**src/design/seqprog_erase_defines.vh**
```
// constants for the sequential program and block erase sequencer
// Behaviour
// - program failure sets program/erase error flag
// - reset returns to byte/page program mode
// - sequential entry needs write enable latch set
// - entry: opcode, three address bytes, data
// - later cycles: opcode, data, next address
// - write disable clears latch, leaves sequential
// - only last complete data byte is programmed
// - short or ragged cycle aborts, clears latch
// - protected start address refused, latch cleared
// - no wrap: exit after top array byte
// - exit before protected sector, latch cleared
// - busy shown while byte programs
// - decode 4K, 32K, 64K block erase opcodes
// - block erase needs write enable latch
// - opcode plus three address bytes, extras ignored
// - low address bits ignored per block size
// - short or ragged erase aborts, nothing erased
// - any protected sector in block rejects erase
// - rejected erase clears write enable latch
// - busy during erase, latch cleared early
// - erase failure sets program/erase error flag
// - write enable opcode sets latch on boundary
// - write disable opcode clears latch on boundary
`ifndef SEQPROG_ERASE_DEFINES_VH
`define SEQPROG_ERASE_DEFINES_VH

`define OP_WREN 8'h06
`define OP_WRDI 8'h04
`define OP_SEQ_A 8'had
`define OP_SEQ_B 8'haf
`define OP_ERASE_4K 8'h20
`define OP_ERASE_32K 8'h52
`define OP_ERASE_64K 8'hd8

`define SIZE_4K 2'h0
`define SIZE_32K 2'h1
`define SIZE_64K 2'h2

`define MASK_4K 20'h00fff
`define MASK_32K 20'h07fff
`define MASK_64K 20'h0ffff

`define ARRAY_TOP 20'hfffff
`define NUM_SECTORS 19
`define TOP_REGION 4'hf
`define SECT_16K 5'h0f
`define SECT_8K_LO 5'h10
`define SECT_8K_HI 5'h11
`define SECT_BOOT 5'h12

`define BYTES_OP 3'h1
`define BYTES_ADDR 3'h4
`define BYTES_SEQ_FIRST 3'h5
`define BYTES_SEQ_NEXT 3'h2
`define BYTES_MAX 3'h7
`define BIT_LAST 3'h7

`endif

```
**src/design/seqprog_erase.v**
```verilog
// serial flash command sequencer: sequential byte program and block erase
`timescale 1ns/1ps
`include "seqprog_erase_defines.vh"

// overview of the sequencer
// - pins arrive unsynchronised and pass three stages
// - a filtered level feeds the edge detectors
// - bits shift in on filtered sck rise while selected
// - byte zero is the opcode, bytes one to three the address outside sequential mode
// - later bytes only refresh the data latch
// - every command is decided at the filtered chip select rise
// - the array engine outside reports done and fail
// - busy gates every command until done arrives
// limitations
// - no status read here; the host polls busy elsewhere
// - no byte program or erase timers; array timing is external
// - sector map fixed: fifteen large, one 16k, two 8k, one top
// - upper address nibble is dropped: 20-bit array

module seqprog_erase (
    input wire i_core_clk,
    input wire i_nrst,
    input wire i_cs_n,
    input wire i_sck,
    input wire i_si,
    input wire [18:0] i_sector_prot,
    input wire i_array_done,
    input wire i_array_fail,
    output reg o_prog_start,
    output reg [19:0] o_prog_addr,
    output reg [7:0] o_prog_data,
    output reg o_erase_start,
    output reg [19:0] o_erase_addr,
    output reg [1:0] o_erase_size,
    output reg o_busy,
    output reg o_write_enable_latch,
    output reg o_program_erase_error_flag,
    output reg o_seq_mode
);

    // sector index of an array address; indices rise with the address
    function [4:0] sector_of;
        input [19:0] a;
        begin
            if (a[19:16] != `TOP_REGION)
                sector_of = {1'b0, a[19:16]};
            else if (a[15])
                sector_of = `SECT_BOOT;
            else if (!a[14])
                sector_of = `SECT_16K;
            else if (!a[13])
                sector_of = `SECT_8K_LO;
            else
                sector_of = `SECT_8K_HI;
        end
    endfunction

    // pin synchronisers: cs_n, sck, si in bits 2..0
    // reset to idle-high so no false chip select edge follows reset
    // sck idles low in mode 0: its first move after reset is a fall,
    // which the rise detector ignores
    reg [2:0] sync1_reg;
    reg [2:0] sync2_reg;
    reg [2:0] sync3_reg;
    reg [2:0] filt_reg;
    reg [2:0] filt_next;
    reg sck_prev_reg;
    reg cs_prev_reg;

    always @(posedge i_core_clk) begin
        if (!i_nrst) begin
            sync1_reg <= 3'h7;
            sync2_reg <= 3'h7;
            sync3_reg <= 3'h7;
        end else begin
            sync1_reg <= {i_cs_n, i_sck, i_si};
            sync2_reg <= sync1_reg;
            sync3_reg <= sync2_reg;
        end
    end

    // a level change counts only once stages two and three agree
    genvar g;
    generate
        for (g = 0; g < 3; g = g + 1) begin : g_filt
            always @* begin
                filt_next[g] = (sync2_reg[g] == sync3_reg[g]) ? sync3_reg[g] : filt_reg[g];
            end
        end
    endgenerate

    always @(posedge i_core_clk) begin
        if (!i_nrst) begin
            filt_reg <= 3'h7;
            sck_prev_reg <= 1'b1;
            cs_prev_reg <= 1'b1;
        end else begin
            filt_reg <= filt_next;
            sck_prev_reg <= filt_reg[1];
            cs_prev_reg <= filt_reg[2];
        end
    end

    wire cs_low = ~filt_reg[2];
    wire sck_rise = filt_reg[1] & ~sck_prev_reg;
    wire cs_rise = filt_reg[2] & ~cs_prev_reg;
    wire cs_fall = ~filt_reg[2] & cs_prev_reg;
    wire si_bit = filt_reg[0];

    // serial shifter with bit and byte counters
    reg [6:0] shift_reg;
    reg [2:0] bitcnt_reg;
    reg [2:0] bytecnt_reg;
    reg [7:0] opcode_reg;
    reg [23:0] addr_reg;
    reg [7:0] data_reg;
    wire [7:0] byte_in = {shift_reg, si_bit};

    always @(posedge i_core_clk) begin
        if (!i_nrst) begin
            shift_reg <= 7'h00;
            bitcnt_reg <= 3'h0;
            bytecnt_reg <= 3'h0;
            opcode_reg <= 8'h00;
            addr_reg <= 24'h000000;
            data_reg <= 8'h00;
        end else if (cs_fall) begin
            bitcnt_reg <= 3'h0;
            bytecnt_reg <= 3'h0;
            // stale opcode must not act again on an empty frame
            opcode_reg <= 8'h00;
        end else if (cs_low && sck_rise) begin
            shift_reg <= byte_in[6:0];
            bitcnt_reg <= bitcnt_reg + 3'h1;
            if (bitcnt_reg == `BIT_LAST) begin
                // saturate: extra bytes only overwrite the data latch
                if (bytecnt_reg != `BYTES_MAX)
                    bytecnt_reg <= bytecnt_reg + 3'h1;
                if (bytecnt_reg == 3'h0)
                    opcode_reg <= byte_in;
                else if (!o_seq_mode && bytecnt_reg < `BYTES_ADDR)
                    addr_reg <= {addr_reg[15:0], byte_in};
                // every later complete byte replaces the last one
                if (o_seq_mode || bytecnt_reg >= `BYTES_ADDR)
                    data_reg <= byte_in;
            end
        end
    end

    // opcode classes
    wire op_seq = (opcode_reg == `OP_SEQ_A) || (opcode_reg == `OP_SEQ_B);
    wire op_4k = (opcode_reg == `OP_ERASE_4K);
    wire op_32k = (opcode_reg == `OP_ERASE_32K);
    wire op_64k = (opcode_reg == `OP_ERASE_64K);
    wire op_erase = op_4k | op_32k | op_64k;
    wire on_boundary = (bitcnt_reg == 3'h0);

    // block bounds with the ignored low bits masked off
    reg [19:0] erase_mask;
    reg [1:0] erase_size;
    always @* begin
        erase_mask = `MASK_4K;
        erase_size = `SIZE_4K;
        if (op_32k) begin
            erase_mask = `MASK_32K;
            erase_size = `SIZE_32K;
        end else if (op_64k) begin
            erase_mask = `MASK_64K;
            erase_size = `SIZE_64K;
        end
    end
    wire [19:0] blk_lo = addr_reg[19:0] & ~erase_mask;
    wire [19:0] blk_hi = blk_lo | erase_mask;
    wire [4:0] sect_lo = sector_of(blk_lo);
    wire [4:0] sect_hi = sector_of(blk_hi);

    // any protected sector inside the erase span
    // sectors are contiguous in index order, so the span is a range
    // one comparator pair per sector; cheap next to a lookup table
    wire [18:0] span_hit;
    generate
        for (g = 0; g < `NUM_SECTORS; g = g + 1) begin : g_span
            assign span_hit[g] = i_sector_prot[g] && (g >= sect_lo) && (g <= sect_hi);
        end
    endgenerate
    wire span_prot = |span_hit;

    // sequential counter lookahead for the automatic exit
    reg [19:0] seq_addr_reg;
    wire [19:0] seq_next = seq_addr_reg + 20'h00001;
    wire start_prot = i_sector_prot[sector_of(addr_reg[19:0])];
    wire [19:0] first_next = addr_reg[19:0] + 20'h00001;
    // exit once the programmed byte is the top or the next sits protected
    wire first_last = (addr_reg[19:0] == `ARRAY_TOP) || i_sector_prot[sector_of(first_next)];
    // the byte after the one now programmed decides the exit
    wire [19:0] seq_after = seq_addr_reg + 20'h00002;
    wire cont_last = (seq_next == `ARRAY_TOP) || i_sector_prot[sector_of(seq_after)];

    // command execution at chip select release
    // priority: write enable, write disable, sequential, erase
    // in sequential mode erase opcodes fall through and are ignored
    // start pulses last one cycle; addr, data and size stay put
    // the error flag clears only when a new operation starts,
    // so a host can read it after busy drops
    // set of the error flag cannot meet a clear: starts need !busy
    always @(posedge i_core_clk) begin
        if (!i_nrst) begin
            o_seq_mode <= 1'b0;
            o_write_enable_latch <= 1'b0;
            o_busy <= 1'b0;
            o_program_erase_error_flag <= 1'b0;
            o_prog_start <= 1'b0;
            o_prog_addr <= 20'h00000;
            o_prog_data <= 8'h00;
            o_erase_start <= 1'b0;
            o_erase_addr <= 20'h00000;
            o_erase_size <= `SIZE_4K;
            seq_addr_reg <= 20'h00000;
        end else begin
            o_prog_start <= 1'b0;
            o_erase_start <= 1'b0;
            // array completion; a failure flags, no new start shares this cycle
            if (o_busy && i_array_done) begin
                o_busy <= 1'b0;
                if (i_array_fail)
                    o_program_erase_error_flag <= 1'b1;
            end
            // commands arriving while busy are dropped
            if (cs_rise && !o_busy) begin
                if (opcode_reg == `OP_WREN && bytecnt_reg >= `BYTES_OP && on_boundary) begin
                    o_write_enable_latch <= 1'b1;
                end else if (opcode_reg == `OP_WRDI && bytecnt_reg >= `BYTES_OP
                    && on_boundary) begin
                    o_write_enable_latch <= 1'b0;
                    o_seq_mode <= 1'b0;
                end else if (op_seq && o_seq_mode) begin
                    if (bytecnt_reg >= `BYTES_SEQ_NEXT && on_boundary) begin
                        o_prog_start <= 1'b1;
                        o_prog_addr <= seq_next;
                        o_prog_data <= data_reg;
                        o_busy <= 1'b1;
                        o_program_erase_error_flag <= 1'b0;
                        seq_addr_reg <= seq_next;
                        if (cont_last) begin
                            o_seq_mode <= 1'b0;
                            o_write_enable_latch <= 1'b0;
                        end
                    end else begin
                        // ragged cycle: nothing programmed
                        o_write_enable_latch <= 1'b0;
                        o_seq_mode <= 1'b0;
                    end
                end else if (op_seq && o_write_enable_latch && !o_seq_mode) begin
                    if (!(bytecnt_reg >= `BYTES_SEQ_FIRST && on_boundary)) begin
                        o_write_enable_latch <= 1'b0;
                    end else if (start_prot) begin
                        o_write_enable_latch <= 1'b0;
                    end else begin
                        o_prog_start <= 1'b1;
                        o_prog_addr <= addr_reg[19:0];
                        o_prog_data <= data_reg;
                        o_busy <= 1'b1;
                        o_program_erase_error_flag <= 1'b0;
                        seq_addr_reg <= addr_reg[19:0];
                        if (first_last)
                            o_write_enable_latch <= 1'b0;
                        else
                            o_seq_mode <= 1'b1;
                    end
                end else if (op_erase && o_write_enable_latch && !o_seq_mode) begin
                    if (!(bytecnt_reg >= `BYTES_ADDR && on_boundary)) begin
                        o_write_enable_latch <= 1'b0;
                    end else if (span_prot) begin
                        o_write_enable_latch <= 1'b0;
                    end else begin
                        o_erase_start <= 1'b1;
                        o_erase_addr <= blk_lo;
                        o_erase_size <= erase_size;
                        o_busy <= 1'b1;
                        o_program_erase_error_flag <= 1'b0;
                        // latch drops at the start, well before the erase ends
                        o_write_enable_latch <= 1'b0;
                    end
                end
            end
        end
    end

endmodule // seqprog_erase

```
**config.mk**
```make
export PLATFORM = sky130hd
export DESIGN_NAME = seqprog_erase
export DESIGN_NICKNAME = d
export VERILOG_FILES = /design/src/design/seqprog_erase.v
export VERILOG_INCLUDE_DIRS = /design/src /design/src/design
export SDC_FILE = /design/constraint.sdc
export NUM_CORES = 1
export LEC_CHECK = 0
export BUFFER_PORTS_ARGS = -buffer_cell sky130_fd_sc_hd__buf_4
export CORE_MARGIN = 2
export CORE_UTILIZATION = 40
export CTS_CLUSTER_SIZE = 14
export DETAILED_ROUTE_END_ITERATION = 16
export PLACE_DENSITY = 0.55
export SLEW_MARGIN = 40
export SYNTH_ARGS = -nofsm -noshare
export SYNTH_HDL_FRONTEND = slang
export SYNTH_SLANG_ARGS = --single-unit
```
**constraint.sdc**
```tcl
create_clock -name i_core_clk -period 6.9 [get_ports i_core_clk]
set_input_delay 0.69 -clock i_core_clk [delete_from_list [all_inputs] [get_ports i_core_clk]]
set_output_delay 0.69 -clock i_core_clk [all_outputs]
set_load 0.005 [all_outputs]
```
=== Word level (Yosys, flattened, before mapping) ===
Cells that the tools add are included.
Widths: inputs -> output; s select.

* $lt $le $gt $ge: 45
* Multiplexer cells: 87
* Eq/ne operators: 26
* Bitwise gates (word level): 22
* Reduce and logical (&&, ||, !) cells: 79
* $add $sub $neg: 5

{| class="wikitable"
|+ Operator list
! operator !! number
|-
| $mux 20 || 5
|-
| $mux 5 || 15
|-
| $mux 1 || 55
|-
| $logic_and 1x1->1 || 53
|-
| $add 20x1->20 const B || 2
|-
| $eq 20x20->1 const B || 2
|-
| $ge 4x5->1 const A || 8
|-
| $le 4x5->1 const A || 8
|-
| $mux 8 || 5
|-
| $mux 16 || 2
|-
| $eq 8x8->1 const B || 3
|-
| $ne 4x4->1 const B || 6
|-
| $add 20x2->20 const B || 1
|-
| $and 20x20->20 || 1
|-
| $ge 3x5->1 const A || 4
|-
| $le 3x5->1 const A || 4
|-
| $not 20->20 || 1
|-
| $or 20x20->20 || 1
|-
| $reduce_or 19->1 || 1
|-
| $lt 5x6->1 const B || 3
|-
| $eq 8x3->1 const B || 2
|-
| $bmux 1 s5 || 3
|-
| $ge 5x5->1 const A || 3
|-
| $le 5x5->1 const A || 3
|-
| 37 further kinds || 73
|}

* Word-level logic and storage cells: 288
* Register bits: 119
* Output and inout port bits: 56

=== Longest topological paths before layout ===
Gate-level depths: netlist (run 1).

* Word-level depth: 21
* Depth in mapped cells: 13
* Gate-level depth less buffers: 11

=== Worst setup path before layout (run 1) ===
OpenSTA, ideal clock, no wires.

* Path kind: register -> register
* From: reg seq_addr_reg[3]
* To: reg o_write_enable_latch
* Stages on the path, launching flop included: 13
* Arrival time: 2.849 ns
* Path buffers: 2
* Path slack: 3.980 ns
* Clock period less this slack: 2.920 ns
* Path through: dfxtp_1 buf_2 and4_1 and4_1 buf_4 nor3_1 a2111oi_4 mux2_2 o32a_1 o21ai_1 nor4_4 nor4b_2 mux2i_1

* Word-level cells in the longest chain between the ends: 10
* Elaborated cells on any way between the ends: 13
* Those cells by class: add/sub: 2; eq/ne: 3; mux: 6; reduce/logical: 2

{| class="wikitable"
|+ RTL lines
! element !! RTL line !! source
|-
| start, declared || seqprog_erase.v:189 || <nowiki>reg [19:0] seq_addr_reg;</nowiki>
|-
| start signal, assigned || seqprog_erase.v:243 || <nowiki>seq_addr_reg <= seq_next;</nowiki>
|-
| start signal, assigned || seqprog_erase.v:264 || <nowiki>seq_addr_reg <= addr_reg[19:0];</nowiki>
|-
| $add 20x2->20 || seqprog_erase.v:196 || <nowiki>wire [19:0] seq_after = seq_addr_reg + 20'h00002;</nowiki>
|-
| $mux 1 || seqprog_erase.v:51 || <nowiki>else if (!a[13])</nowiki>
|-
| $mux 5 || seqprog_erase.v:49 || <nowiki>else if (!a[14])</nowiki>
|-
| $mux 5 || seqprog_erase.v:47 || <nowiki>else if (a[15])</nowiki>
|-
| $mux 5 || seqprog_erase.v:45 || <nowiki>if (a[19:16] != `TOP_REGION)</nowiki>
|-
| $bmux 1 s5 || seqprog_erase.v:197 || <nowiki>wire cont_last = (seq_next == `ARRAY_TOP) || i_sector_prot[sector_of(seq_after)];</nowiki>
|-
| $mux 1 (not written as such) || seqprog_erase.v:197 ||
|-
| $logic_or 1x1->1 (*) || seqprog_erase.v:197 ||
|-
| $ne 5x5->1 (no line) (*) || - ||
|-
| $reduce_and 4->1 (no line) (*) || - ||
|-
| end signal, assigned || seqprog_erase.v:209 || <nowiki>o_write_enable_latch <= 1'b0;</nowiki>
|-
| end signal, assigned || seqprog_erase.v:231 || <nowiki>o_write_enable_latch <= 1'b1;</nowiki>
|-
| end signal, assigned || seqprog_erase.v:234 || <nowiki>o_write_enable_latch <= 1'b0;</nowiki>
|-
| end, declared || seqprog_erase.v:36 || <nowiki>output reg o_write_enable_latch,</nowiki>
|}

Every way passes the cells marked *; elsewhere a longest branch is shown, timed or not. The select of a mux whose other input is x is not followed.
A chain may end at the register's enable or synchronous reset.

=== Final worst setup path (run 1) ===
* From: reg addr_reg[18]
* To: reg o_erase_addr[16]

* Word-level cells in the longest chain between the ends: 9
* Elaborated cells on any way between the ends: 83
* Those cells by class: order compare: 37; eq/ne: 2; mux: 2; bitwise: 3; reduce/logical: 39

{| class="wikitable"
|+ RTL lines
! element !! RTL line !! source
|-
| start, declared || seqprog_erase.v:115 || <nowiki>reg [23:0] addr_reg;</nowiki>
|-
| start signal, assigned || seqprog_erase.v:142 || <nowiki>addr_reg <= {addr_reg[15:0], byte_in};</nowiki>
|-
| $and 20x20->20 (*) || seqprog_erase.v:172 || <nowiki>wire [19:0] blk_lo = addr_reg[19:0] & ~erase_mask;</nowiki>
|-
| $or 20x20->20 / $ne 4x4->1 (equally long branches) || - ||
|-
| $ne 4x4->1 (no line) / $mux 5 (equally long branches) || - ||
|-
| $mux 5, or another cell as far along || seqprog_erase.v:45 ||
|-
| $le 1x5->1, or another cell as far along || seqprog_erase.v:183 || <nowiki>assign span_hit[g] = i_sector_prot[g] && (g >= sect_lo) && (g <= sect_hi);</nowiki>
|-
| $logic_and 1x1->1 || seqprog_erase.v:183 ||
|-
| $reduce_or 19->1 (*) || seqprog_erase.v:186 || <nowiki>wire span_prot = |span_hit;</nowiki>
|-
| $not 1->1 (no line) (*) || - ||
|-
| $reduce_and 8->1 (no line) (*) || - ||
|-
| end signal, assigned || seqprog_erase.v:277 || <nowiki>o_erase_addr <= blk_lo;</nowiki>
|-
| end, declared || seqprog_erase.v:33 || <nowiki>output reg [19:0] o_erase_addr,</nowiki>
|}

Every way passes the cells marked *; elsewhere a longest branch is shown, timed or not.

==> metrics.csv, run 1 <==
stage;metric;value;unit
cts;cts_tree;built;
setup_path;critPathLaunch;addr_reg[18]$_SDFFE_PN0P_;
yosys;synth.avg_cell_area;8.13;um^2
layout;multiInputGateArea;3890;um^2
sta;fin_worst_skew;0.00965;ns
setup_path;critical_path_required;7.12;ns
sta;relSlewSlack;45.7;%
floorplan;ios;82;
cts;cts_root_buffer;clkbuf_16;
yosys;synth_seq_cells;107;
detailed_routing;via_per_inst;5.71;
setup_path;critPathLaunchType;register;
place;gp_congestion;0.905;
grt;antenna_found_initial;0;
sta;slew_violations;0;
yosys;synth_warnings;0;
layout;syn2layout_area_growth;14.1;%
floorplan;start_util;40.5;%
cts;cts_resized;0;
power_and_ir_drop;p_leak;2.81;nW
setup_path;r2r-end;o_erase_addr[16]$_SDFFE_PN0P_;
grt;grt_use_total;21.8;%
floorplan;die_x;130;um
grt;grt_start_max_net_pins;76;
yosys;syn_area;6390;um^2
place;io_buffers;69;
grt;top_usage_layer;met2;
detailed_routing;drc;0;
yosys;synth_enable_flop_cells;0;
yosys;synth_cells;786;
setup_path;reg2reg_slack;2.92;ns
layout;antennaDiodeCount;0;
cts;post-cts-setup-buffers;0;
detailed_routing;drtIter0Drc;570;
grt;grt_util_met3;2.38;%
layout;layout-drive-gt1-share;14.3;%
power_and_ir_drop;ir_worst_vdd;0.000128;V
setup_path;arrival;4.19;ns
grt;grt_pass1_wl;29200;um
detailed_routing;wirelength;18500;um
grt;grt_pass1_vias;5399;
sta;period_share;57.6;%
sta;finalSetupTns;0;ns
cts;cts.path.max_buffers;2;
yosys;async_reset_ff_share;0;%
grt;met2_usage;35.0;%
detailed_routing;antenna_left;0;
power_and_ir_drop;powerDensity;170;nW/um^2
setup_path;crit_fanout;21;
run_status;status;finished, final reports clean;
setup_path;reg2reg_depth;11;
floorplan;die_area;17000;um^2
place;placed_cell_area;6950;um^2
setup_path;setup.worst_path.end;o_erase_addr[16]$_SDFFE_PN0P_;
cts;cts.sinks;107;
floorplan;rows;46;
detailed_routing;wl_per_cell;17.8;um
power_and_ir_drop;power.total;0.00124;W
grt;gr-usage-met1;30.3;%
floorplan;dieHeight;130;um
cts;cts_made_buffers;9;
setup_path;crit_path_end_kind;register;
yosys;ys_types;74;
layout;final_cell_area;7290;um^2
place;dp_slack;2.98;ns
layout;nFillCells;1595;
floorplan;core;15800;um^2
hold_path;min_from;sync1_reg[2]$_SDFF_PN1_;
layout;regArea;2140;um^2
sta;tightestPinTransition;0.813;ns
job;max-cap-violations;0;
setup_path;rr_startpoint;addr_reg[18]$_SDFFE_PN0P_;
sta;setup_ws;2.92;ns
sta;period_minus_slack;3.98;ns
hold_path;hp-class;reg2reg;
sta;rsz0062_at_grt;no;
yosys;synth-seq-area-share;33.5;%
cts;h-tree-depth;3;
layout;final_common_cell;dfxtp_1;
layout;nets;855;
place;hpwlAfterDp;13200;um
cts;clkTransAtPathRegs;0.07;ns
cts;clk_latency;0.35;ns
grt;gr-total-overflow;0;
cts;hold_buffers;0;
setup_path;path_class;reg2reg;
layout;mostFrequentLayoutCells;dfxtp_1, nor2_1, nand2_1;
sta;fmax;251;MHz
detailed_routing;dr.pass1.iters;5;
detailed_routing;vias;5941;
sta;finalHoldViolCount;0;
sta;final-setup-viol-count;0;
yosys;ys.flop_type;dfxtp_1;
## critical path, stage by stage (launching register included)
cell and delay [ns]:
dfxtp_1 0.85, and3_1 0.32, nand2_1 0.23, o41ai_1 0.79
mux2i_1 0.25, o22ai_1 0.09, nand2_1 0.11, o31ai_1 0.11
a2111oi_2 0.55, buf_4 0.28, mux2i_1 0.21, nor2_1 0.05
## stage by stage
step                util (%)  hold WS (ns)  cells
detailed placement      44.1         0.396   1025
floorplan                  -         0.386    797
finish                  46.2         0.409   1041
CTS                     46.2         0.414   1041
global placement        44.0         0.390   1025
global route            46.2         0.429   1041
## final cells by class
type | instances | area share (%)
multi-input cells | 605 | 53.4
flip-flops and latches | 107 | 29.4
repair buffers | 75 | 7.78
well taps | 216 | 3.71
clock buffers | 11 | 3.47
clock inverters | 5 | 1.13
inverters | 22 | 1.13
## synthesized netlist by cell type (5+ instances only)
cell type | number | area share [%]
dfxtp_1 | 107 | 34
nor2_1 | 87 | 5.1
nand2_1 | 83 | 4.9
mux2i_1 | 70 | 11
a21oi_1 | 53 | 4.2
clkbuf_1 | 33 | 1.9
o21ai_0 | 31 | 2.4
nand3_1 | 30 | 2.4
nor3_1 | 22 | 1.7
inv_1 | 20 | 1.2
nand2b_1 | 16 | 1.6
buf_4 | 14 | 1.6
nand4_1 | 14 | 1.4
buf_2 | 11 | 0.86
ha_1 | 9 | 1.8
o211ai_1 | 9 | 1.1
a22oi_1 | 8 | 0.94
and2_1 | 8 | 0.78
and3_1 | 8 | 0.78
or3_1 | 8 | 0.78
o31ai_1 | 7 | 0.82
o32ai_1 | 7 | 0.96
xnor2_1 | 7 | 0.96
a31oi_1 | 6 | 0.59
nor2b_1 | 6 | 0.59
nor4_1 | 6 | 0.59
o41ai_1 | 6 | 0.82
nand3b_1 | 5 | 0.59
nor3b_1 | 5 | 0.59
o21a_1 | 5 | 0.59
## logic make-up (layout without fill, tap and decap cells)
kind of cell	count (synthesis)	after routing	synth area share, %
compound gates	175	175	18.7
flops	107	107	33.5
xor+xnor	11	11	1.51
fa+ha+maj	9	9	1.76
mux	77	77	12.9
simple gates	321	321	25.0
other cells	1	12	0.0587
buf+inv	85	113	6.50
## power by group
part           total (W)  internal (W)  switching [W]
sequential      0.000620      0.000619    0.000000853
clock           0.000573      0.000339       0.000234
combinational  0.0000472     0.0000186      0.0000286
## worst min-delay path by stage
stage / end / slack, ns / depth (start not counted)
final: sync2_reg[2]$_SDFF_PN1_ / 0.41 / 1
after CTS: sync2_reg[2]$_SDFF_PN1_ / 0.41 / 1
after floorplan: sync2_reg[0]$_SDFF_PN1_ / 0.39 / 1
after global routing: sync2_reg[2]$_SDFF_PN1_ / 0.43 / 1
after global placement: sync2_reg[2]$_SDFF_PN1_ / 0.39 / 1
after detailed placement: sync2_reg[1]$_SDFF_PN1_ / 0.40 / 1
## routing by layer
layer,vias to the layer above,part of all wire [%]
met4,0,1.8
met5,-,0
met3,29,5.0
met2,206,47
li1,2892,-
met1,2814,46
No activity file was read; power rests on OpenSTA's default activity.
==> run 2, diff against run 1 <==
--- a/config.mk
+++ b/config.mk
@@ -11,7 +11,7 @@
 export CORE_UTILIZATION = 40
 export CTS_CLUSTER_SIZE = 14
 export DETAILED_ROUTE_END_ITERATION = 16
-export PLACE_DENSITY = 0.55
+export PLACE_DENSITY = 0.57
 export SLEW_MARGIN = 40
 export SYNTH_ARGS = -nofsm -noshare
 export SYNTH_HDL_FRONTEND = slang
==> constraint.sdc (replaced) <==
create_clock -name i_core_clk -period 3.6 [get_ports i_core_clk]
set_input_delay 0.36 -clock i_core_clk [delete_from_list [all_inputs] [get_ports i_core_clk]]
set_output_delay 0.36 -clock i_core_clk [all_outputs]
set_load 0.005 [all_outputs]
==> run 2 against run 1 <==
Compared with the run above:
- critical endpoint is now o_write_enable_latch$_SDFFE_PN0P_
- setup slack lost 2.7 ns
- first-iteration DRC count decreased by 23%
- global-route usage is 0.22 points higher
- largest cell class unchanged
- utilization grew 0.76 points
- clock skew is 0.0015 ns higher
- largest power group unchanged
- critical path type unchanged
- routed wire length is essentially flat
==> metrics.csv, run 2 (same netlist as run 1, synthesis figures left out) <==
stage;metric;value;unit;change
sta;fin_worst_skew;0.0112;ns;+0.00154 ns
cts;post-cts-setup-buffers;0;;unchanged
setup_path;crit_path_max_incr_delay;0.54;ns;-0.31 ns
layout;layout-drive-gt1-share;15.7;%;+1.4 points
floorplan;die_area;17000;um^2;unchanged
setup_path;arrival;3.57;ns;-0.62 ns
power_and_ir_drop;ir_worst_vdd;0.000192;V;+49%
cts;cts.sinks;107;;unchanged
setup_path;crit_fanout;10;;-52%
setup_path;critPathTopFamily;simple AND/OR/NAND/NOR gates;;
setup_path;critical_path_depth;10;;-1
setup_path;critical_path_required;3.82;ns;-3.30 ns
detailed_routing;antenna_left;0;;unchanged
layout;final_cell_area;7410;um^2;+1.6%
power_and_ir_drop;p_seq_share;51.5;%;+1.5 points
power_and_ir_drop;power.total;0.00231;W;+86%
detailed_routing;drtIter0Drc;438;;-23%
place;place_inst;1042;;+1.7%
cts;cts_tree;built;;
sta;finalSetupTns;0;ns;unchanged
cts;hold_buffers;0;;unchanged
layout;mostFrequentLayoutCells;dfxtp_1, buf_4, nor2_1;;
detailed_routing;wirelength;18500;um;about the same
setup_path;cpMaxStageDelayCell;mux4_2;;
sta;slew_violations;0;;unchanged
setup_path;path_cells;and3_1 > nand3_1 > nor3_1 > nor2_1 > a21oi_2 > mux4_2 > and2_1 > nor4_4 > nor4b_2 > mux2i_1;;
power_and_ir_drop;p_sw_share;21.8;%;+0.53 points
sta;relSlewSlack;51.5;%;+5.8 points
hold_path;hp-class;in2reg;;
floorplan;start_util;40.5;%;unchanged
layout;final_common_cell;dfxtp_1;;
layout;syn2layout_area_growth;16.0;%;
power_and_ir_drop;p_leak;2.91;nW;+3.5%
setup_path;crit_path_end_kind;register;;
layout;multiInputGateArea;3890;um^2;about the same
sta;period_minus_slack;3.35;ns;-0.631 ns
cts;cts.path.max_buffers;2;;unchanged
setup_path;worst-path-buf-inv;0;;-1
floorplan;rows;46;;unchanged
detailed_routing;via_per_inst;5.70;;about the same
power_and_ir_drop;powerDensity;311;nW/um^2;+83%
run_status;status;finished, final reports clean;;
setup_path;path_class;reg2reg;;
floorplan;ios;82;;unchanged
cts;clkTransAtPathRegs;0.08;ns;about the same
cts;cts_made_buffers;9;;unchanged
grt;grt_pass1_vias;5718;;+5.9%
place;hpwlAfterDp;13400;um;+1.0%
job;max-cap-violations;0;;unchanged
grt;grt_use_total;22.0;%;+0.22 points
hold_path;whs_path_depth;2;;+1
sta;tightestPinTransition;0.727;ns;-0.0867 ns
setup_path;reg2reg_depth;10;;-1
grt;grt_pass1_wl;29700;um;+1.6%
setup_path;critPathLaunchType;register;;
place;io_buffers;69;;unchanged
floorplan;die_x;130;um;unchanged
floorplan;core;15800;um^2;unchanged
layout;antennaDiodeCount;0;;unchanged
sta;rsz0062_at_grt;no;;
detailed_routing;drc;0;;unchanged
cts;clk_latency;0.35;ns;about the same
floorplan;dieHeight;130;um;unchanged
cts;h-tree-depth;3;;unchanged
layout;stdcell_count;1058;;+1.6%
detailed_routing;wl_per_cell;17.5;um;-1.6%
grt;grt_start_max_net_pins;41;;-46%
place;gp_congestion;0.930;;+2.8%
detailed_routing;vias;6032;;+1.5%
detailed_routing;dr.pass1.iters;6;;+1
place;placed_cell_area;7100;um^2;+2.1%
grt;gr-total-overflow;0;;unchanged
power_and_ir_drop;p_int;0.00180;W;+85%
grt;antenna_found_initial;0;;unchanged
sta;finalHoldViolCount;0;;unchanged
layout;nets;872;;+2.0%
power_and_ir_drop;combPwrFrac;4.1;%;+0.3 points
power_and_ir_drop;clockPowerShare;44.4;%;-1.8 points
layout;nFillCells;1599;;+0.25%
sta;final-setup-viol-count;0;;unchanged
cts;cts_root_buffer;clkbuf_16;;
layout;regArea;2140;um^2;unchanged
cts;cts_resized;0;;unchanged
power_and_ir_drop;power.switching;0.000502;W;+90%
sta;period_share;92.9;%;+35 points
sta;fmax;299;MHz;+19%
## run 2: cell count changes in the layout (fill, tap and decap cells not counted), sizes merged
cell	before	now
inv	21	22
buf	75	92
bufinv	2	1
## run 2: power groups by stage
stage                     sequential [W]  clock [W]  combinational, W
after floorplan                  0.00122          0         0.0000528
after global placement           0.00122          0         0.0000911
final                            0.00119    0.00102         0.0000934
after global routing             0.00119    0.00109          0.000101
after detailed placement         0.00122          0         0.0000923
after CTS                        0.00119    0.00105         0.0000928
## run 2: metal layers
layer / GRT usage [%] / vias to the layer above / routed length [um]
met5: 0 / - / 0
met3: 2.17 / 31 / 954
li1: - / 2922 / -
met4: 8.57 / 0 / 447
met2: 36.7 / 195 / 8590
met1: 29.4 / 2884 / 8510
## run 2: cell type report
type	instances	share of cell area, %
Multi-Input combinational cell	605	52.5
Sequential cell	107	28.9
Timing Repair Buffer	92	9.66
Tap cell	216	3.65
Clock buffer	11	3.41
Inverter	22	1.11
Clock inverter	5	0.777
## run 2: stage by stage
stage / setup slack (ns) / hold WS [ns] / utilization, %
5_1_grt: 0.0386 / 0.201 / 47.0
3_5_place_dp: 0.305 / 0.393 / 45.0
2_1_floorplan: 0.680 / 0.386 / -
6_report: 0.255 / 0.190 / 47.0
4_1_cts: 0.254 / 0.181 / 47.0
3_3_place_gp: 0.362 / 0.390 / 44.9
## run 2: path summary, 6_finish.rpt
| kind | startpoint | to | slack (ns) |
|---|---|---|---|
| max | seq_addr_reg[14]$_SDFFE_PN0P_ | o_write_enable_latch$_SDFFE_PN0P_ | 0.25 |
| min | i_sck | sync1_reg[1]$_SDFF_PN1_ | 0.19 |
| max reg2reg | seq_addr_reg[14]$_SDFFE_PN0P_ | o_write_enable_latch$_SDFFE_PN0P_ | 0.25 |
| min reg2reg | sync1_reg[2]$_SDFF_PN1_ | sync2_reg[2]$_SDFF_PN1_ | 0.41 |
==> run 3, diff against run 2 <==
--- a/config.mk
+++ b/config.mk
@@ -6,13 +6,13 @@
 export SDC_FILE = /design/constraint.sdc
 export NUM_CORES = 1
 export LEC_CHECK = 0
+export ABC_AREA = 1
 export BUFFER_PORTS_ARGS = -buffer_cell sky130_fd_sc_hd__buf_4
 export CORE_MARGIN = 2
 export CORE_UTILIZATION = 40
-export CTS_CLUSTER_SIZE = 14
 export DETAILED_ROUTE_END_ITERATION = 16
 export PLACE_DENSITY = 0.57
-export SLEW_MARGIN = 40
+export SLEW_MARGIN = 10
 export SYNTH_ARGS = -nofsm -noshare
 export SYNTH_HDL_FRONTEND = slang
 export SYNTH_SLANG_ARGS = --single-unit
==> run 3 against run 2 <==
Compared with the run above:
- routed wire length rose by 0.37%
- final area rose by 0.29%
- synthesized cell count rose by 24%
- critical endpoint is now seq_addr_reg[3]$_SDFFE_PN0P_
- largest cell class unchanged
- highest routed layer unchanged
==> metrics.csv, run 3 <==
stage;metric;value;unit;change
floorplan;rows;46;;unchanged
setup_path;crit_fanout;54;;+44
power_and_ir_drop;clockPowerShare;43.6;%;-0.8 points
grt;gr-total-overflow;0;;unchanged
yosys;ys.flop_type;dfxtp_1;;
sta;timing.hold.ws;0.180;ns;-0.0104 ns
floorplan;dieHeight;132;um;+1.0%
power_and_ir_drop;power.switching;0.000568;W;+13%
yosys;synth_most_common_cell;nand2_1;;
sta;tightestPinTransition;0.820;ns;+0.0930 ns
detailed_routing;wl_per_cell;14.8;um;-15%
setup_path;path_class;reg2reg;;
sta;final-setup-viol-count;0;;unchanged
sta;relSlewSlack;45.4;%;-6.1 points
sta;rsz0062_at_grt;no;;
power_and_ir_drop;p_leak;3.07;nW;+5.4%
cts;cts_root_buffer;clkbuf_16;;
yosys;synth_enable_flop_cells;0;;unchanged
floorplan;die_area;17300;um^2;+2.0%
layout;antennaDiodeCount;0;;unchanged
setup_path;r2r-end;seq_addr_reg[3]$_SDFFE_PN0P_;;
yosys;async_reset_ff_share;0;%;unchanged
yosys;synth_area_leaders;dfxtp_1, nand2_1, inv_1, nor2_1, nand3_1;;
setup_path;reg2reg_depth;14;;+4
power_and_ir_drop;p_int;0.00171;W;-5.0%
setup_path;crit_path_max_incr_delay;0.53;ns;about the same
cts;cts_resized;0;;unchanged
sta;finalSetupTns;0;ns;unchanged
setup_path;worst-path-buf-inv;4;;+4
job;max-cap-violations;0;;unchanged
sta;period_minus_slack;2.99;ns;-0.355 ns
cts;clkTransAtPathRegs;0.08;ns;about the same
layout;multiInputGateArea;3680;um^2;-5.3%
layout;final_common_cell;nand2_1;;
detailed_routing;drtIter0Drc;399;;-8.9%
power_and_ir_drop;powerDensity;307;nW/um^2;-1.4%
cts;cts_made_buffers;9;;unchanged
yosys;synth.avg_cell_area;6.67;um^2;-18%
layout;final_cell_area;7430;um^2;+0.29%
yosys;synth_cells;978;;+24%
setup_path;path_cells;nand2_2 > clkinv_2 > nand3_4 > o31ai_4 > inv_2 > o31ai_1 > nand2_1 > nand2_1 > inv_2 > nand2_1 > nand2_2 > inv_4 > nor2_1 > a311oi_1;;
setup_path;cpMaxStageDelayCell;dfxtp_1;;
cts;cts_tree;built;;
cts;cts.path.max_buffers;2;;unchanged
detailed_routing;via_per_inst;5.10;;-11%
layout;nets;1067;;+22%
detailed_routing;vias;6388;;+5.9%
sta;period_share;83.1;%;-9.9 points
power_and_ir_drop;power.total;0.00228;W;-1.1%
cts;clk_latency;0.36;ns;about the same
place;io_buffers;69;;unchanged
hold_path;whs_path_depth;2;;unchanged
yosys;synth_seq_cells;107;;unchanged
setup_path;crit_path_end_kind;register;;
yosys;synth_top_area_share;32.9;%;-0.68 points
grt;grt_pass1_vias;5848;;+2.3%
layout;layout-drive-gt1-share;15.4;%;-0.25 points
sta;finalHoldViolCount;0;;unchanged
setup_path;critical_path_required;3.87;ns;+0.05 ns
setup_path;arrival;3.26;ns;-0.31 ns
grt;antenna_found_initial;0;;unchanged
place;placed_cell_area;7140;um^2;+0.58%
power_and_ir_drop;combPwrFrac;4.3;%;+0.2 points
run_status;status;finished, final reports clean;;
sta;slew_violations;0;;unchanged
cts;hold_buffers;0;;unchanged
layout;mostFrequentLayoutCells;nand2_1, inv_1, nor2_1;;
cts;cts.sinks;107;;unchanged
floorplan;start_util;41.0;%;+0.54 points
grt;grt_use_total;21.5;%;-0.54 points
detailed_routing;dr.pass1.iters;6;;unchanged
place;gp_congestion;0.859;;-7.7%
yosys;syn_area;6520;um^2;+2.1%
hold_path;hp-class;in2reg;;
layout;utilization;46.8;%;-0.21 points
yosys;synth-seq-area-share;32.9;%;-0.68 points
setup_path;critPathLaunchType;register;;
detailed_routing;drc;0;;unchanged
setup_path;crit_top_cell;nand2_1;;
place;hpwlAfterDp;13800;um;+3.6%
floorplan;ios;82;;unchanged
layout;syn2layout_area_growth;14.0;%;
sta;fmax;334;MHz;+12%
floorplan;core;15900;um^2;+0.73%
power_and_ir_drop;p_seq_share;52.1;%;+0.6 points
sta;fin_worst_skew;0.0112;ns;+0.0000278 ns
yosys;ys_types;53;;-28%
yosys;synth_top_cell_by_area;dfxtp_1;;
cts;h-tree-depth;3;;unchanged
layout;regArea;2140;um^2;unchanged
yosys;synth_warnings;0;;unchanged
setup_path;rr_startpoint;addr_reg[19]$_SDFFE_PN0P_;;
power_and_ir_drop;p_sw_share;24.9;%;+3.1 points
grt;grt_start_max_net_pins;59;;+44%
detailed_routing;wirelength;18600;um;+0.37%
setup_path;reg2reg_slack;0.61;ns;+0.36 ns
cts;post-cts-setup-buffers;0;;unchanged
hold_path;hold_path_end;sync1_reg[0]$_SDFF_PN1_;;
power_and_ir_drop;ir_worst_vdd;0.000281;V;+47%
grt;grt_pass1_wl;30400;um;+2.4%
layout;nFillCells;1683;;+5.3%
hold_path;min_from;i_si;;
detailed_routing;antenna_left;0;;unchanged
setup_path;critPathTopFamily;compound AO/OA/AOI/OAI gates;;
floorplan;die_x;132;um;+1.0%
yosys;synth_commonest_cells;nand2_1, inv_1, nor2_1, dfxtp_1, nand3_1;;
## run 3: through the flow
stage               setup slack [ns]  std cells
floorplan                       1.41        989
global placement               0.665       1237
detailed placement             0.653       1237
CTS                            0.629       1253
global route                   0.257       1253
finish                         0.610       1253
## run 3: per-layer routing
layer / part of all wire (%) / GRT usage (%) / vias up
li1: - / - / 3323
met1: 47 / 28.5 / 2881
met2: 46 / 35.4 / 150
met3: 4.0 / 2.89 / 34
met4: 2.3 / 8.15 / 0
met5: 0 / 0 / -
## run 3: worst max path at each step
stage / start / to / slack, ns / cells past startpoint
2_1_floorplan: seq_addr_reg[3]$_SDFFE_PN0P_ / o_write_enable_latch$_SDFFE_PN0P_ / 1.41 / 20
3_3_place_gp: addr_reg[19]$_SDFFE_PN0P_ / seq_addr_reg[2]$_SDFFE_PN0P_ / 0.66 / 14
3_5_place_dp: addr_reg[19]$_SDFFE_PN0P_ / seq_addr_reg[3]$_SDFFE_PN0P_ / 0.65 / 14
4_1_cts: addr_reg[19]$_SDFFE_PN0P_ / seq_addr_reg[3]$_SDFFE_PN0P_ / 0.63 / 14
5_1_grt: addr_reg[19]$_SDFFE_PN0P_ / seq_addr_reg[3]$_SDFFE_PN0P_ / 0.26 / 14
6_report: addr_reg[19]$_SDFFE_PN0P_ / seq_addr_reg[3]$_SDFFE_PN0P_ / 0.61 / 14
## run 3: logic make-up after synthesis
kind of cell,Yosys count,synth area share (%)
fa+ha+maj,9,1.73
buf+inv,171,11.4
xor+xnor,18,2.42
compound gates,224,20.2
other cells,1,0.0575
simple gates,448,31.4
flops,107,32.9
## run 3: power by group through the flow
stage | clock network [W] | logic (W) | registers (W)
6_report | 0.000994 | 0.0000988 | 0.00119
5_1_grt | 0.00107 | 0.000109 | 0.00119
4_1_cts | 0.00102 | 0.0000981 | 0.00119
3_5_place_dp | 0 | 0.0000979 | 0.00122
3_3_place_gp | 0 | 0.0000987 | 0.00122
2_1_floorplan | 0 | 0.0000630 | 0.00122
## run 3: worst reg2reg max path, stage by stage (launching register included)
cell	delay, ns
dfxtp_1	0.53
nand2_2	0.17
clkinv_2	0.12
nand3_4	0.11
o31ai_4	0.39
inv_2	0.15
o31ai_1	0.27
nand2_1	0.07
nand2_1	0.14
inv_2	0.05
nand2_1	0.07
nand2_2	0.09
inv_4	0.41
nor2_1	0.10
a311oi_1	0.22
## run 3: cell type report
cell class                 count  area share, %
multi-input combinational    711           49.5
clock buffer                   9           3.03
inverter                     129           6.57
tap                          216           3.64
timing repair buffer          74           7.48
sequential                   107           28.8
clock inverter                 7          0.909
